[config.mk]
export PLATFORM = sky130hd
export DESIGN_NAME = power_mode_controller
export DESIGN_NICKNAME = d
export VERILOG_FILES = /design/src/core/pmc_pkg.sv /design/src/core/power_mode_controller.sv
export SDC_FILE = /design/constraint.sdc
export NUM_CORES = 1
export LEC_CHECK = 0
export ABC_AREA = 1
export BUFFER_PORTS_ARGS = -buffer_cell sky130_fd_sc_hd__buf_2
export CAP_MARGIN = 20
export CORE_UTILIZATION = 45
export DETAILED_ROUTE_END_ITERATION = 10
export PLACE_DENSITY = 0.67
export RECOVER_POWER = 50
export SLEW_MARGIN = 20
export SYNTH_ARGS = -nofsm -noshare
export SYNTH_HDL_FRONTEND = slang
export SYNTH_SLANG_ARGS = --single-unit
[constraint.sdc]
create_clock -name clk -period 2.59 [get_ports clk]
set_input_delay 0.259 -clock clk [delete_from_list [all_inputs] [get_ports clk]]
set_output_delay 0.259 -clock clk [all_outputs]
set_load 0.005 [all_outputs]
[src/core/pmc_pkg.sv]
// package: constants and types for the power mode controller
package pmc_pkg;
  localparam int unsigned clk_mhz = 25;
  localparam int unsigned sleep_wake_us = 25;
  localparam int unsigned hib_wake_us = 200;
  // longest times round down
  localparam int unsigned sleep_wake_cycles = sleep_wake_us * clk_mhz;
  localparam int unsigned hib_wake_cycles = hib_wake_us * clk_mhz;
  localparam logic [12:0] sleep_wake_cnt = 13'(sleep_wake_cycles - 1);
  localparam logic [12:0] hib_wake_cnt = 13'(hib_wake_cycles - 1);
  // low-speed oscillator tick and regulator buzz rates
  localparam logic [15:0] lso_div = 16'h61A7;
  localparam logic [3:0] buzz_period = 4'hF;
  localparam logic [3:0] buzz_on = 4'h3;
  localparam int unsigned sub_n = 8;
  // register byte offsets
  localparam logic [11:0] off_mode = 12'h000;
  localparam logic [11:0] off_act_tpl = 12'h004;
  localparam logic [11:0] off_alt_tpl = 12'h008;
  localparam logic [11:0] off_reg_ctl = 12'h00C;
  localparam logic [11:0] off_irq_stat = 12'h010;
  localparam logic [11:0] off_irq_clr = 12'h014;
  localparam logic [11:0] off_irq_en = 12'h018;
  localparam logic [11:0] off_tw_ctl = 12'h01C;
  localparam logic [11:0] off_tw_cnt = 12'h020;
  localparam logic [7:0] act_tpl_rst = 8'hFF;
  localparam logic [7:0] alt_tpl_rst = 8'hFE;
  localparam logic [12:0] tw_period_rst = 13'h03FF;
  localparam int unsigned cpu_bit = 0;
  // wake source bit positions
  localparam int unsigned wk_cmp = 0;
  localparam int unsigned wk_piu = 1;
  localparam int unsigned wk_i2c = 2;
  localparam int unsigned wk_rtc = 3;
  localparam int unsigned wk_tw = 4;
  localparam int unsigned wk_lvd = 5;
  localparam int unsigned wk_irq = 6;
  localparam int unsigned ev_n = 7;

  typedef enum logic [1:0] {
    mode_active = 2'b00,
    mode_alt_active = 2'b01,
    mode_sleep = 2'b10,
    mode_hibernate = 2'b11
  } mode_e;

  typedef enum logic [1:0] {
    st_run = 2'b00,
    st_low = 2'b01,
    st_wake = 2'b10
  } state_e;

  typedef struct packed {
    logic dig_reg_en;
    logic ana_reg_en;
    logic dig_reg_buzz;
    logic ana_reg_buzz;
    logic hib_reg_en;
  } regulator_s;

  typedef struct packed {
    logic comparator;
    logic port_interrupt_unit;
    logic i2c_match;
    logic rtc;
    logic low_voltage_detect;
    logic any_irq;
  } wake_s;

  typedef struct packed {
    logic external_reset_pin;
    logic low_voltage_detect;
    logic watchdog_reset;
  } rst_src_s;
endpackage

[src/core/power_mode_controller.sv]
// power mode controller with apb registers, wake sequencing and regulator control
//
// The register offsets and the APB register port were left to the implementer.
`timescale 1ns/1ps
//Behaviour
//RULE1 - four modes: active, alternate active, sleep, hibernate
//RULE2 - active and alternate active each use a per-subsystem enable template
//RULE3 - a disabled subsystem has clock gated, bias off, leakage reduced
//RULE4 - sleep disables everything except timewheel and rtc on slow clocks
//RULE5 - active entered by wake, reset or write; any interrupt wakes
//RULE6 - alternate active uses its own template, entered by write only
//RULE7 - sleep wakes on comparator, port unit, i2c, rtc, timewheel, voltage detect
//RULE8 - wake within 25 us from sleep, 200 us from hibernate; reset sources per mode
//RULE9 - hibernate stops all clocks, keeps state, wakes only on port unit
//RULE10 - hibernate disables peripherals and regulators except hibernate regulator
//RULE11 - sleep runs both core regulators duty cycled
//RULE12 - in hibernate only the hibernate regulator stays on
//RULE13 - core regulators enabled after power-up, firmware may disable them
//RULE14 - cpu may disable itself and is re-enabled on next wake
//RULE15 - any wake returns to active and enables the cpu
//RULE16 - start in active after boot
//RULE17 - timewheel is free-running 13-bit counter on slow oscillator tick
//RULE18 - current mode readable; requested mode acted on only when permitted
module power_mode_controller (
  input wire logic clk,
  input wire logic reset,
  input wire logic psel,
  input wire logic penable,
  input wire logic pwrite,
  input wire logic [11:0] paddr,
  input wire logic [31:0] pwdata,
  output logic [31:0] prdata,
  output logic pready,
  output logic pslverr,
  input wire pmc_pkg::wake_s wake_in,
  input wire pmc_pkg::rst_src_s rst_in,
  output pmc_pkg::mode_e mode,
  output logic [7:0] sub_clk_en,
  output logic [7:0] sub_bias_en,
  output logic cpu_en,
  output logic lso_clk_en,
  output logic rtc_en,
  output pmc_pkg::regulator_s regulators,
  output logic system_reset,
  output logic irq
);
  typedef struct packed {
    pmc_pkg::mode_e mode;
    pmc_pkg::state_e state;
    logic [7:0] act_tpl;
    logic [7:0] alt_tpl;
    logic dig_reg_on;
    logic ana_reg_on;
    logic cpu_off;
    logic [12:0] wake_cnt;
    logic [15:0] lso_cnt;
    logic lso_tick;
    logic [3:0] buzz_cnt;
    logic [12:0] tw_cnt;
    logic [12:0] tw_period;
    logic [6:0] irq_stat;
    logic [6:0] irq_en;
    logic [31:0] prdata;
    logic pready;
    logic pslverr;
    pmc_pkg::mode_e out_mode;
    logic [7:0] sub_en;
    logic cpu_en;
    logic lso_en;
    pmc_pkg::regulator_s regs;
    logic sys_rst;
    logic irq;
  } state_s;

  state_s s_reg;
  state_s s_next;

  function automatic logic [31:0] word(input logic [12:0] v);
    word = {19'h0_0000, v};
  endfunction

  logic wr;
  logic rd;
  logic [6:0] events;
  logic wake_now;
  logic rst_now;
  logic tw_hit;

  always_comb begin
    s_next = s_reg;
    wr = psel && penable && pwrite && !s_reg.pready;
    rd = psel && penable && !pwrite && !s_reg.pready;
    s_next.pready = psel && penable && !s_reg.pready;
    s_next.pslverr = 1'b0;
    s_next.prdata = 32'h0000_0000;
    // slow oscillator tick from the system clock divider
    s_next.lso_tick = 1'b0;
    s_next.lso_cnt = s_reg.lso_cnt + 16'h0001;
    if (s_reg.lso_cnt == pmc_pkg::lso_div) begin
      s_next.lso_cnt = 16'h0000;
      s_next.lso_tick = 1'b1;
    end
    // timewheel frozen in hibernate: no clocks there
    tw_hit = 1'b0;
    if (s_reg.lso_tick && s_reg.mode != pmc_pkg::mode_hibernate) begin
      s_next.tw_cnt = s_reg.tw_cnt + 13'h0001; // see RULE17
      tw_hit = (s_reg.tw_cnt == s_reg.tw_period);
    end
    events = {wake_in.any_irq, wake_in.low_voltage_detect, tw_hit, wake_in.rtc,
              wake_in.i2c_match, wake_in.port_interrupt_unit, wake_in.comparator};
    // filter by mode
    case (s_reg.mode)
      pmc_pkg::mode_active, pmc_pkg::mode_alt_active: wake_now = |events; // see RULE5
      pmc_pkg::mode_sleep: wake_now = |events[5:0]; // see RULE7
      pmc_pkg::mode_hibernate: wake_now = events[pmc_pkg::wk_piu]; // see RULE9
      default: wake_now = 1'b0;
    endcase
    case (s_reg.mode)
      pmc_pkg::mode_sleep: rst_now = |rst_in; // see RULE8
      pmc_pkg::mode_hibernate: rst_now = rst_in.external_reset_pin; // see RULE8
      default: rst_now = |rst_in;
    endcase
    // set beats clear
    if (wr && paddr == pmc_pkg::off_irq_clr) begin
      s_next.irq_stat = s_reg.irq_stat & ~pwdata[6:0];
    end
    s_next.irq_stat = s_next.irq_stat | events;
    s_next.sys_rst = rst_now;
    case (s_reg.state)
      pmc_pkg::st_run: begin
        if (wake_now || rst_now) begin
          s_next.mode = pmc_pkg::mode_active; // see RULE15
          s_next.cpu_off = 1'b0; // see RULE14
        end else if (wr && paddr == pmc_pkg::off_mode) begin
          s_next.cpu_off = pwdata[8]; // see RULE14
          case (pwdata[1:0]) // see RULE18
            2'b00: s_next.mode = pmc_pkg::mode_active; // see RULE5
            2'b01: s_next.mode = pmc_pkg::mode_alt_active; // see RULE6
            2'b10: begin
              s_next.mode = pmc_pkg::mode_sleep;
              s_next.state = pmc_pkg::st_low;
            end
            default: begin
              s_next.mode = pmc_pkg::mode_hibernate;
              s_next.state = pmc_pkg::st_low;
            end
          endcase
        end
      end
      pmc_pkg::st_low: begin
        if (wake_now || rst_now) begin
          s_next.state = pmc_pkg::st_wake;
          s_next.wake_cnt = (s_reg.mode == pmc_pkg::mode_sleep) ?
              pmc_pkg::sleep_wake_cnt : pmc_pkg::hib_wake_cnt; // see RULE8
        end
      end
      pmc_pkg::st_wake: begin
        // core regulators keep their sleep or hibernate setting until active is declared
        if (s_reg.wake_cnt == 13'h0000) begin
          s_next.state = pmc_pkg::st_run;
          s_next.mode = pmc_pkg::mode_active; // see RULE15
          s_next.cpu_off = 1'b0;
        end else begin
          s_next.wake_cnt = s_reg.wake_cnt - 13'h0001;
        end
      end
      default: s_next.state = pmc_pkg::st_run;
    endcase
    if (wr) begin
      case (paddr)
        pmc_pkg::off_act_tpl: s_next.act_tpl = pwdata[7:0]; // see RULE2
        pmc_pkg::off_alt_tpl: s_next.alt_tpl = pwdata[7:0]; // see RULE2
        pmc_pkg::off_reg_ctl: begin
          s_next.dig_reg_on = pwdata[0]; // see RULE13
          s_next.ana_reg_on = pwdata[1];
        end
        pmc_pkg::off_irq_en: s_next.irq_en = pwdata[6:0];
        pmc_pkg::off_tw_ctl: begin
          s_next.tw_period = pwdata[12:0];
          if (pwdata[16]) begin
            s_next.tw_cnt = 13'h0000;
          end
        end
        pmc_pkg::off_mode, pmc_pkg::off_irq_clr: ;
        default: s_next.pslverr = 1'b1;
      endcase
    end
    if (rd) begin
      case (paddr)
        pmc_pkg::off_mode: s_next.prdata = {23'h00_0000, s_reg.cpu_off, 4'h0,
            s_reg.state, s_reg.mode}; // see RULE18
        pmc_pkg::off_act_tpl: s_next.prdata = {24'h00_0000, s_reg.act_tpl};
        pmc_pkg::off_alt_tpl: s_next.prdata = {24'h00_0000, s_reg.alt_tpl};
        pmc_pkg::off_reg_ctl: s_next.prdata = {30'h0000_0000, s_reg.ana_reg_on,
            s_reg.dig_reg_on};
        pmc_pkg::off_irq_stat: s_next.prdata = {25'h000_0000, s_reg.irq_stat};
        pmc_pkg::off_irq_en: s_next.prdata = {25'h000_0000, s_reg.irq_en};
        pmc_pkg::off_tw_ctl: s_next.prdata = word(s_reg.tw_period);
        pmc_pkg::off_tw_cnt: s_next.prdata = word(s_reg.tw_cnt);
        pmc_pkg::off_irq_clr: s_next.prdata = 32'h0000_0000;
        default: s_next.pslverr = 1'b1;
      endcase
    end
    // a wake re-arms the cpu bit, so the cpu stays on after the wake too
    if ((s_reg.state == pmc_pkg::st_run && (wake_now || rst_now)) ||
        (s_reg.state == pmc_pkg::st_wake && s_reg.wake_cnt == 13'h0000)) begin
      s_next.act_tpl[pmc_pkg::cpu_bit] = 1'b1; // see RULE15
    end
    // outputs follow the state that is being registered
    s_next.buzz_cnt = (s_reg.buzz_cnt == pmc_pkg::buzz_period) ? 4'h0 :
        s_reg.buzz_cnt + 4'h1;
    s_next.out_mode = s_next.mode;
    s_next.lso_en = 1'b1;
    s_next.regs = '{dig_reg_en: s_next.dig_reg_on, ana_reg_en: s_next.ana_reg_on,
        dig_reg_buzz: 1'b0, ana_reg_buzz: 1'b0, hib_reg_en: 1'b1};
    case (s_next.mode) // see RULE1
      pmc_pkg::mode_active: begin
        s_next.sub_en = s_next.act_tpl; // see RULE3
        s_next.cpu_en = s_next.act_tpl[pmc_pkg::cpu_bit] && !s_next.cpu_off;
      end
      pmc_pkg::mode_alt_active: begin
        s_next.sub_en = s_next.alt_tpl; // see RULE6
        s_next.cpu_en = s_next.alt_tpl[pmc_pkg::cpu_bit] && !s_next.cpu_off;
      end
      pmc_pkg::mode_sleep: begin
        s_next.sub_en = 8'h00; // see RULE4
        s_next.cpu_en = 1'b0;
        // duty cycled regulators, limited by software disables
        s_next.regs.dig_reg_en = s_next.dig_reg_on && (s_reg.buzz_cnt < pmc_pkg::buzz_on);
        s_next.regs.ana_reg_en = s_next.ana_reg_on && (s_reg.buzz_cnt < pmc_pkg::buzz_on);
        s_next.regs.dig_reg_buzz = 1'b1; // see RULE11
        s_next.regs.ana_reg_buzz = 1'b1;
      end
      default: begin
        s_next.sub_en = 8'h00; // see RULE10
        s_next.cpu_en = 1'b0;
        s_next.lso_en = 1'b0; // see RULE9
        s_next.regs.dig_reg_en = 1'b0; // see RULE12
        s_next.regs.ana_reg_en = 1'b0;
      end
    endcase
    // wake completes: cpu forced on regardless of its template bit
    if (s_next.mode == pmc_pkg::mode_active && s_next.state == pmc_pkg::st_run &&
        s_reg.state == pmc_pkg::st_wake) begin
      s_next.cpu_en = 1'b1;
    end
    s_next.irq = |(s_next.irq_stat & s_next.irq_en);
  end

  always_ff @(posedge clk) begin
    if (reset) begin
      s_reg <= '0;
      s_reg.mode <= pmc_pkg::mode_active; // see RULE16
      s_reg.out_mode <= pmc_pkg::mode_active;
      s_reg.state <= pmc_pkg::st_run;
      s_reg.act_tpl <= pmc_pkg::act_tpl_rst;
      s_reg.alt_tpl <= pmc_pkg::alt_tpl_rst;
      s_reg.sub_en <= pmc_pkg::act_tpl_rst;
      s_reg.cpu_en <= 1'b1;
      s_reg.lso_en <= 1'b1;
      s_reg.dig_reg_on <= 1'b1; // see RULE13
      s_reg.ana_reg_on <= 1'b1;
      s_reg.regs <= 5'b11001;
      s_reg.tw_period <= pmc_pkg::tw_period_rst;
    end else begin
      s_reg <= s_next;
    end
  end

  assign prdata = s_reg.prdata;
  assign pready = s_reg.pready;
  assign pslverr = s_reg.pslverr;
  assign mode = s_reg.out_mode;
  assign sub_clk_en = s_reg.sub_en;
  assign sub_bias_en = s_reg.sub_en;
  assign cpu_en = s_reg.cpu_en;
  assign lso_clk_en = s_reg.lso_en;
  assign rtc_en = s_reg.lso_en;
  assign regulators = s_reg.regs;
  assign system_reset = s_reg.sys_rst;
  assign irq = s_reg.irq;

  property p_sleep_gates;
    @(posedge clk) disable iff (reset) mode == pmc_pkg::mode_sleep |-> sub_clk_en == 8'h00 && !cpu_en;
  endproperty
  a_sleep_gates: assert property (p_sleep_gates) else $error("sleep left a subsystem on"); // see RULE4

  property p_hib_regs;
    @(posedge clk) disable iff (reset) mode == pmc_pkg::mode_hibernate |->
        regulators.hib_reg_en && !regulators.dig_reg_en && !regulators.ana_reg_en && !lso_clk_en;
  endproperty
  a_hib_regs: assert property (p_hib_regs) else $error("hibernate regulator state wrong"); // see RULE12

  property p_sleep_wake_bound;
    @(posedge clk) disable iff (reset) (s_reg.state == pmc_pkg::st_low && s_reg.mode ==
        pmc_pkg::mode_sleep && wake_now) |-> ##[1:626] mode == pmc_pkg::mode_active;
  endproperty
  a_sleep_wake_bound: assert property (p_sleep_wake_bound) else $error("sleep wake too slow"); // see RULE8

  property p_hib_only_piu;
    @(posedge clk) disable iff (reset) (s_reg.state == pmc_pkg::st_low && s_reg.mode ==
        pmc_pkg::mode_hibernate && !wake_in.port_interrupt_unit && !rst_in.external_reset_pin)
        |=> s_reg.state == pmc_pkg::st_low;
  endproperty
  a_hib_only_piu: assert property (p_hib_only_piu) else $error("hibernate woke wrongly"); // see RULE9

  property p_wake_cpu;
    @(posedge clk) disable iff (reset) (s_reg.state == pmc_pkg::st_wake && s_reg.wake_cnt == 13'h0000)
        |=> mode == pmc_pkg::mode_active && cpu_en;
  endproperty
  a_wake_cpu: assert property (p_wake_cpu) else $error("wake did not enable cpu"); // see RULE15

  property p_act_tpl;
    @(posedge clk) disable iff (reset) mode == pmc_pkg::mode_active |-> sub_clk_en == s_reg.act_tpl;
  endproperty
  a_act_tpl: assert property (p_act_tpl) else $error("active template not applied"); // see RULE2

  property p_tw_count;
    @(posedge clk) disable iff (reset) (s_reg.lso_tick && s_reg.mode != pmc_pkg::mode_hibernate
        && !wr) |=> s_reg.tw_cnt == $past(s_reg.tw_cnt) + 13'h0001;
  endproperty
  a_tw_count: assert property (p_tw_count) else $error("timewheel did not advance"); // see RULE17

  property p_sleep_buzz;
    @(posedge clk) disable iff (reset) mode == pmc_pkg::mode_sleep |-> regulators.dig_reg_buzz &&
        regulators.ana_reg_buzz;
  endproperty
  a_sleep_buzz: assert property (p_sleep_buzz) else $error("sleep regulators not buzzed"); // see RULE11

  property p_alt_tpl;
    @(posedge clk) disable iff (reset) mode == pmc_pkg::mode_alt_active |-> sub_clk_en == s_reg.alt_tpl;
  endproperty
  a_alt_tpl: assert property (p_alt_tpl) else $error("alternate template not applied"); // see RULE6

  property p_run_wake;
    @(posedge clk) disable iff (reset) (s_reg.state == pmc_pkg::st_run && wake_now)
        |=> mode == pmc_pkg::mode_active && cpu_en;
  endproperty
  a_run_wake: assert property (p_run_wake) else $error("run wake left cpu off"); // see RULE15

  property p_hib_rst;
    @(posedge clk) disable iff (reset) (s_reg.mode == pmc_pkg::mode_hibernate &&
        !rst_in.external_reset_pin) |=> !system_reset;
  endproperty
  a_hib_rst: assert property (p_hib_rst) else $error("hibernate took a wrong reset"); // see RULE8

  property p_irq_level;
    @(posedge clk) disable iff (reset) irq == |(s_reg.irq_stat & s_reg.irq_en);
  endproperty
  a_irq_level: assert property (p_irq_level) else $error("interrupt level wrong"); // see RULE5
endmodule

* Yosys cells after proc, flatten, opt, wreduce, memory -nomap -nowiden
Cells that the tools add are included.
Storage, ports and cells: output and inout bits 62, register bits after elaboration 148, bits of input ports 58, logic and storage cells 149
Operators by class: bitwise gates (word level) 5, reductions and logical operators 46, eq/ne operators 23, magnitude comparators 1, multiplexer cells 42, add/subtract/negate cells 4
Operator list (count):
- $pmux 13 s8 | 1
- $mux 13 | 5
- $mux 26 | 2
- $eq 12x5->1 const B | 4
- $pmux 13 s2 | 1
- $eq 12x4->1 const B | 2
- $mux 7 | 3
- $reduce_or 7->1 | 3
- $mux 18 | 1
- $pmux 9 s2 | 1
- $logic_and 1x1->1 | 17
- $add 16x1->16 const B | 1
- $eq 16x15->1 const B | 1
- $mux 8 | 2
- $and 7x7->7 | 2
- $reduce_or 2->1 | 7
- $add 13x1->13 const B | 1
- $eq 13x13->1 | 1
- $logic_not 13->1 | 1
- $sub 13x1->13 const B | 1
- $eq 12x3->1 const B | 1
- $eq 12x6->1 const B | 1
- $logic_not 12->1 | 1
- $mux 1 | 12
- 24 further kinds | 49

* Longest topological paths before layout
Gate-level depths: netlist of run 1.
depth after elaboration 12, mapped depth 16, mapped depth without buffers 16

* Least setup slack after synthesis of run 1
No wires, ideal clock.
path kind flip-flop to flip-flop, start point register s_reg[114] (netlist bit), end point register s_reg, in the netlist sub_bias_en[1], buffers on the path 0, stages on the path, launching flop included 16, path slack 0.821 ns, data arrival time 1.636 ns, clock period less this slack 1.769 ns, data required time 2.456 ns, setup time 0.134 ns, cells stage by stage dfxtp_1 -> inv_1 -> ha_1 -> inv_1 -> nor2_1 -> nand2_1 -> nor2_1 -> nand2_1 -> nand2_1 -> nand2_1 -> nand2_1 -> nand2_4 -> nand2_4 -> clkinv_4 -> nand2_1 -> nand3_1
Between the ends: cells in the longest elaborated chain, start to end 5, elaborated cells on any way between the ends 6, classes of those cells 1 x eq/ne; 3 x mux; 2 x reduce/logical
RTL lines:
- start, declared | RTL line power_mode_controller.sv:75 | state_s s_reg;
- start signal, assigned | RTL line power_mode_controller.sv:266 | s_reg <= s_next;
- $logic_not 13->1 * | RTL line power_mode_controller.sv:159 | if (s_reg.wake_cnt == 13'h0000) begin
- $mux 4 * | RTL line power_mode_controller.sv:159
- $pmux 2 s2 * | RTL line power_mode_controller.sv:129 | case (s_reg.state)
- $eq 2x1->1 / $logic_not 2->1 (equally long branches) | RTL line power_mode_controller.sv:216 | case (s_next.mode)
- $pmux 9 s2 * | RTL line power_mode_controller.sv:216
Mark *: on every way between the ends. The rest lies on a longest branch, timed or not. A chain may end at the register's enable or synchronous reset.

* Worst setup path after layout of run 1
start point input paddr[1], end point register s_reg, in the netlist prdata[2]
Between the ends: cells in the longest elaborated chain, start to end 2, elaborated cells on any way between the ends 9, classes of those cells 7 x eq/ne; 1 x mux; 1 x reduce/logical
RTL lines:
- start, declared | RTL line power_mode_controller.sv:30 | input wire logic [11:0] paddr,
- $eq 12x6->1, or another cell as far along | RTL line power_mode_controller.sv:189 | case (paddr)
- $pmux 13 s8 * | RTL line power_mode_controller.sv:189
Marked as above.

==> key figures, run 1 <==
Place
  • Post-place setup slack: 0.392 ns
  • Hpwl dp: 12.0 mm
  • Final Wtd Congestion: 0.875
  • Buffers on Ports: 81
  • Placed inst area: 0.00680 sq mm

Timing
  • Final worst-path cycle share: 84.7%
  • Final min period: 2.19 ns
  • Slew HR: 51.3%
  • Actual slew at the worst max-slew pin: 0.725 ns
  • Highest clock rate: 456 MHz
  • Worst clock skew: 0.00754 ns
  • Final setup TNS: 0 ns
  • Fin. max-slew vios: 0
  • Worst setup margin: 0.397 ns
  • Final Hold Fails: 0
  • Final setup viols: 0
  • Setup repair after global routing missed its margin: false

Clock tree
  • # resized after CTS: 0
  • TritonCTS Buffers: 17
  • Clk buf depth: 2
  • Hold_buf cts: 0
  • Worst skew pair latency: 0.42 ns
  • H-tree levels: 4
  • CTS tree: yes
  • Root Buffer: clkbuf_16
  • Total clock sinks: 127
  • Clock transition at path regs: 0.05 ns
  • Postcts setup bufs: 0

Status
  • Status: finished clean

Die
  • Die ar.: 0.0150 sq mm
  • Initial Util: 46.6%
  • Die H: 122 um
  • Row cnt: 43
  • Die Wd: 122 um
  • Ports: 120
  • Core ar.: 0.0140 sq mm

Power and ir drop
  • Logic pwr share: 3.6%
  • Switching Share: 21.6%
  • LEAKAGE: 3.38 nW
  • Clock power share: 51.5%
  • Net load switching power: 0.000956 W
  • Peak supply drop: 0.448 mV
  • Total power: 0.00442 W
  • Sequential power share: 44.8%
  • Pint: 0.00346 W
  • Pwr dens: 608 mW/mm^2

Detailed routing
  • Drt first pass iters: 7
  • Vias/cell: 4.87
  • # DRC: 0
  • DR WL met2: 7.54 mm
  • Met3 routed WL: 849 um
  • Post-Route WL: 16.2 mm
  • WL per Instance: 13.8 um
  • Met1 wire length: 7.29 mm
  • Routed vias: 5,694
  • Top routing layer in use: met4
  • Initial drt markers: 352
  • Antenna Violating Nets Remaining: 0

Worst setup path
  • Worst Reg-to-Reg Cells: 15
  • Critical-path top delay cell: nor3_1
  • Startpoint types: primary input
  • Crit path launch: paddr[1]
  • Worst path cell trace: buf_2 -> or2_0 -> nor3_1 -> nand4_1 -> o211ai_1 -> inv_1 -> nand2_1 -> nand3_2 -> a21oi_1
  • Reg-to-reg startpoint: mode[1]$_SDFF_PP0_
  • Worst EP required: 2.90 ns
  • CP max FO: 12
  • CP bufs+invs: 2
  • Worst EP arrival: 2.51 ns
  • R2R Setup Slk: 0.49 ns
  • CP endpoint kind: register
  • CP top delay family: simple AND/OR/NAND/NOR gates
  • Worst r2r dst: s_reg[120]$_SDFFE_PP0P_
  • Slowest stage delay, CP: 0.64 ns
  • Crit Path Class: primary input to register

Final layout
  • # diodes: 0
  • Area of the multi-input gates: 0.00295 sq mm
  • Layout cells sized above 1: 14.2%
  • Reg area: 0.00254 sq mm
  • Fin area: 0.00727 sq mm
  • Max reg flops: 95
  • Synth-to-layout area growth: 11.6%
  • Nets: 1,038
  • Fill count: 1,460

GRT
  • First-pass GRT wire length: 25.5 mm
  • Gr usage total: 22.6%
  • Total grt overflow: 0
  • Number of global-route vias before repair: 5,151
  • Largest net degree at the start of global routing: 38
  • Antenna violations before repair: 0

Synthesis
  • Seq/Total Area, Yosys: 39.0%
  • Average size of a mapped cell: 7.10 sq um
  • Cells after Synth: 918
  • #FFs+latches synth: 127
  • Mapped Area: 0.00651 sq mm
  • Synth Warn #: 0
  • Library cells used by synthesis: 52

Hold path
  • Hold Startpoint: pwdata[9]
  • Worst Hold End: s_reg[76]$_SDFFE_PP1P_
  • Min-delay worst type: primary input to register
  • Hold Path Cell Cnt: 3

Flow run
  • Max-cap violations: 0
tightest hold or removal path, delay by kind of cell:
family | cells | cell delay (ns)
AOI/OAI and AO/OA | 1 | 0.06
buffers and inverters | 1 | 0.07
and+or+nand+nor | 1 | 0.04
synth_stat cells, drive strengths merged:
cell / instances / area, sq um
buf: 63 / 477
a31oi: 1 / 6.26
nand4: 7 / 43.8
o21a: 2 / 15.0
a211oi: 4 / 30.0
xnor2: 3 / 26.3
a22o: 1 / 8.76
a32o: 2 / 20.0
clkinv: 3 / 17.5
conb: 2 / 7.51
o22ai: 11 / 68.8
nor3b: 3 / 22.5
o211ai: 14 / 105
nor3: 24 / 158
xor2: 8 / 70.1
o21bai: 1 / 7.51
o41ai: 1 / 8.76
or2: 11 / 68.8
nand3b: 1 / 7.51
o221ai: 2 / 17.5
a21oi: 40 / 208
nor4: 6 / 43.8
inv: 138 / 521
clkbuf: 10 / 37.5
o21ai: 65 / 329
o31ai: 1 / 7.51
ha: 4 / 50.1
nand3: 47 / 255
a221oi: 5 / 43.8
nor2: 112 / 492
nand2: 199 / 800
dfxtp: 127 / 2540
final cells by class:
| cell class | count | share of cell area [%] |
|---|---|---|
| tap | 180 | 3.10 |
| multi-input combinational | 595 | 40.5 |
| sequential | 127 | 35.0 |
| clock inverter | 5 | 0.723 |
| inverter | 141 | 7.40 |
| timing repair buffer | 94 | 6.23 |
| clock buffer | 27 | 7.05 |
cells by family (layout without fill, tap and decap cells):
| family | Yosys count | count (layout) | share of synthesized area (%) |
|---|---|---|---|
| other cells | 2 | 20 | 0.115 |
| fa+ha+maj | 4 | 4 | 0.768 |
| flops | 127 | 127 | 39.0 |
| compound gates | 150 | 150 | 13.4 |
| xor+xnor | 11 | 11 | 1.48 |
| buf+inv | 214 | 267 | 16.2 |
| simple gates | 410 | 410 | 29.0 |
metrics by stage:
step	util, %	hold slack [ns]	cells
after floorplan	-	0.386	936
after global placement	48.6	0.430	1137
after detailed placement	48.6	0.445	1137
after CTS	52.6	0.0423	1169
after global routing	52.0	0.0478	1169
final	52.0	0.0537	1169
layout by cell type (no fill, tap or decap), types with 4 or more instances in the layout:
cell | Yosys | routed
or2_2 | 8 | 8
inv_2 | 10 | 10
xor2_1 | 8 | 8
buf_4 | 57 | 8
nand2_1 | 188 | 189
ha_1 | 4 | 4
inv_1 | 127 | 127
a221oi_1 | 5 | 5
nor3_1 | 19 | 20
nand3_1 | 43 | 43
o211ai_1 | 14 | 14
buf_2 | 3 | 56
nand4_1 | 7 | 7
nor2_1 | 104 | 105
clkbuf_8 | 0 | 5
conb_1 | 2 | 20
nand2_2 | 6 | 6
o21ai_0 | 50 | 53
nand3_2 | 4 | 4
o21ai_1 | 14 | 12
nand2_4 | 5 | 4
clkbuf_16 | 0 | 17
a21oi_1 | 38 | 38
o22ai_1 | 11 | 11
clkbuf_1 | 10 | 32
nor4_1 | 5 | 5
clkinv_2 | 1 | 4
a211oi_1 | 4 | 4
dfxtp_1 | 127 | 127
worst max-delay path by stage:
stage | end | cells past startpoint
after floorplan | sub_bias_en[1]$_SDFF_PP1_ | 15
after global placement | irq$_SDFF_PP0_ | 10
after detailed placement | irq$_SDFF_PP0_ | 10
after CTS | irq$_SDFF_PP0_ | 9
after global routing | sub_bias_en[4]$_SDFF_PP1_ | 14
final | prdata[2]$_SDFF_PP0_ | 9
metal layers:
metal | global-route usage (%) | up-vias
li1 | - | 2975
met5 | 0 | -
met4 | 10.8 | 0
met1 | 28.5 | 2543
met3 | 4.46 | 27
met2 | 36.7 | 149
power groups by stage:
| stage | clock [W] | combinational, W | sequential, W |
|---|---|---|---|
| after floorplan | 0 | 0.000115 | 0.00202 |
| after global placement | 0 | 0.000162 | 0.00202 |
| after detailed placement | 0 | 0.000164 | 0.00202 |
| after CTS | 0.00231 | 0.000164 | 0.00198 |
| after global routing | 0.00239 | 0.000180 | 0.00198 |
| final | 0.00228 | 0.000161 | 0.00198 |
(Power assumes the default switching activity.)
==> run 2: changes to the inputs <==
--- a/config.mk
+++ b/config.mk
@@ -10,7 +10,7 @@
 export CAP_MARGIN = 20
 export CORE_UTILIZATION = 45
 export DETAILED_ROUTE_END_ITERATION = 10
-export PLACE_DENSITY = 0.67
+export PLACE_DENSITY = 0.69
 export RECOVER_POWER = 50
 export SLEW_MARGIN = 20
 export SYNTH_ARGS = -nofsm -noshare
==> constraint.sdc (replaced) <==
create_clock -name clk -period 2 [get_ports clk]
set_input_delay 0.2 -clock clk [delete_from_list [all_inputs] [get_ports clk]]
set_output_delay 0.2 -clock clk [all_outputs]
set_load 0.005 [all_outputs]
==> run 2 against run 1 <==
Critical path depth up 5; non-clock buffer count grew 36; final area rose by 7.1%; flip-flop and latch count is the same; die area unchanged; clock-buffer cell count unchanged; first-iteration DRC count shrank 7.4%; clock skew fell by 0.0020 ns; global-route usage up 0.49 points.
==> key figures, run 2 (synthesized netlist as in run 1, its figures left out) <==
Die
  • Initial Util: 46.6%
  • Core ar.: 0.0140 sq mm
  • Die H: 122 um
  • Row cnt: 43
  • Ports: 120
  • Die Wd: 122 um
  • Die ar.: 0.0150 sq mm

Final layout
  • Fin area: 0.00779 sq mm
  • Synth-to-layout area growth: 19.6%
  • Max reg flops: 95
  • Commonest non-fill, non-tap cell in the layout: nand2_1
  • Fill count: 1,377
  • Reg area: 0.00255 sq mm
  • Commonest non-fill, non-tap cells in the layout: nand2_1, inv_1, dfxtp_1, nor2_1, buf_2
  • Nets: 1,074
  • Layout cells sized above 1: 20.6%
  • # diodes: 0
  • Area of the multi-input gates: 0.00311 sq mm

Worst setup path
  • Worst EP required: 2.36 ns
  • Crit Path Class: register to register
  • Worst Reg-to-Reg Cells: 14
  • CP endpoint kind: register
  • Worst EP arrival: 2.29 ns
  • R2R Setup Slk: 0.07 ns
  • Startpoint types: register
  • CP max FO: 8

Place
  • Buffers on Ports: 81
  • Hpwl dp: 12.2 mm
  • Post-place setup slack: -0.00177 ns
  • Final Wtd Congestion: 0.913
  • Placed inst area: 0.00705 sq mm

GRT
  • Antenna violations before repair: 0
  • Number of global-route vias before repair: 5,408
  • Total grt overflow: 0
  • Largest net degree at the start of global routing: 38
  • Gr usage total: 23.1%
  • First-pass GRT wire length: 26.3 mm

Detailed routing
  • Vias/cell: 4.90
  • Antenna Violating Nets Remaining: 0
  • WL per Instance: 13.7 um
  • # DRC: 0
  • Routed vias: 5,906
  • Initial drt markers: 326
  • Drt first pass iters: 5
  • Post-Route WL: 16.5 mm

Timing
  • Fin. max-slew vios: 0
  • Highest clock rate: 517 MHz
  • Final worst-path cycle share: 96.7%
  • Final min period: 1.93 ns
  • Worst clock skew: 0.00554 ns
  • Final setup viols: 0
  • Final Hold Fails: 0
  • Worst setup margin: 0.0666 ns
  • Setup repair after global routing missed its margin: true

Hold path
  • Hold Path Cell Cnt: 3
  • Min-delay worst type: primary input to register

Status
  • Status: finished clean

Power and ir drop
  • LEAKAGE: 3.68 nW
  • Peak supply drop: 0.613 mV
  • Pwr dens: 760 mW/mm^2

Flow run
  • Max-cap violations: 0

Clock tree
  • Worst skew pair latency: 0.42 ns
  • Clk buf depth: 2
  • CTS tree: yes
  • H-tree levels: 4
  • TritonCTS Buffers: 17
  • Total clock sinks: 127
  • Clock transition at path regs: 0.05 ns
  • Root Buffer: clkbuf_16
-- run 2: changes by cell type in the layout (fill, tap and decap cells not counted), sizes merged --
cell,delta
buf,+27
clkbuf,+8
bufinv,+1
dlygate4sd3,+1
clkinv,-1
-- run 2: routing by layer --
metal  GRT usage, %  up-vias  wire length [um]
met1           28.3     2659              7240
met2           39.2      167              8030
li1               -     3052                 -
met4           8.69        0               363
met3           5.07       28               844
met5              0        -                 0
-- run 2: cell type report --
type                            instances  area share, %
Clock buffer                           27           6.71
Clock inverter                          5          0.964
Inverter                              141           7.05
Multi-Input combinational cell        595           39.9
Sequential cell                       127           32.7
Tap cell                              180           2.89
Timing Repair Buffer                  130           9.72
-- run 2: worst paths after layout --
path                                            from                   endpoint
worst max register to register  s_reg[88]$_SDFF_PP0_  sub_bias_en[4]$_SDFF_PP1_
worst max-delay path            s_reg[88]$_SDFF_PP0_  sub_bias_en[4]$_SDFF_PP1_
worst min-delay path                       rst_in[2]    system_reset$_SDFF_PP0_
worst min register to register  s_reg[93]$_SDFF_PP0_       s_reg[93]$_SDFF_PP0_
-- run 2: through the flow --
| stage | utilization, % | hold slack, ns | power, W | TNS (ns) | std cells |
|---|---|---|---|---|---|
| after floorplan | - | 0.327 | 0.00277 | 0 | 936 |
| after global placement | 50.4 | 0.424 | 0.00284 | 0 | 1168 |
| after detailed placement | 50.4 | 0.432 | 0.00284 | -0.00177 | 1168 |
| after CTS | 54.8 | 0.0142 | 0.00594 | 0 | 1201 |
| after global routing | 55.7 | 0.0294 | 0.00610 | -0.503 | 1205 |
| final | 55.7 | 0.0164 | 0.00592 | 0 | 1205 |
-- run 2: what timing repair did --
action,CTS,global route
endpoints found under the setup margin,0,39
hold buffers,1,0
buffers inserted,0,4
resized for setup,0,47
hold endpoints to repair,1,0
-- run 2: power breakdown --
part	internal, W	switching [W]	leakage (nW)	total [W]
logic	0.0000831	0.000151	2.35	0.000234
clock network	0.00203	0.00109	0.297	0.00312
registers	0.00255	0.0000127	1.03	0.00257
total	0.00466	0.00126	3.68	0.00592
-- run 2: critical path: stages (launching register included) --
cell,delay (ns)
dfxtp_1,0.39
inv_1,0.08
nand2_1,0.06
nand2_1,0.06
nor2_1,0.12
nand2_1,0.08
nor2_1,0.14
nand2_2,0.12
nand3_1,0.08
nand2_1,0.10
nand3_1,0.14
nand2_4,0.11
nor2_4,0.23
nand2_1,0.08
nand3_1,0.09
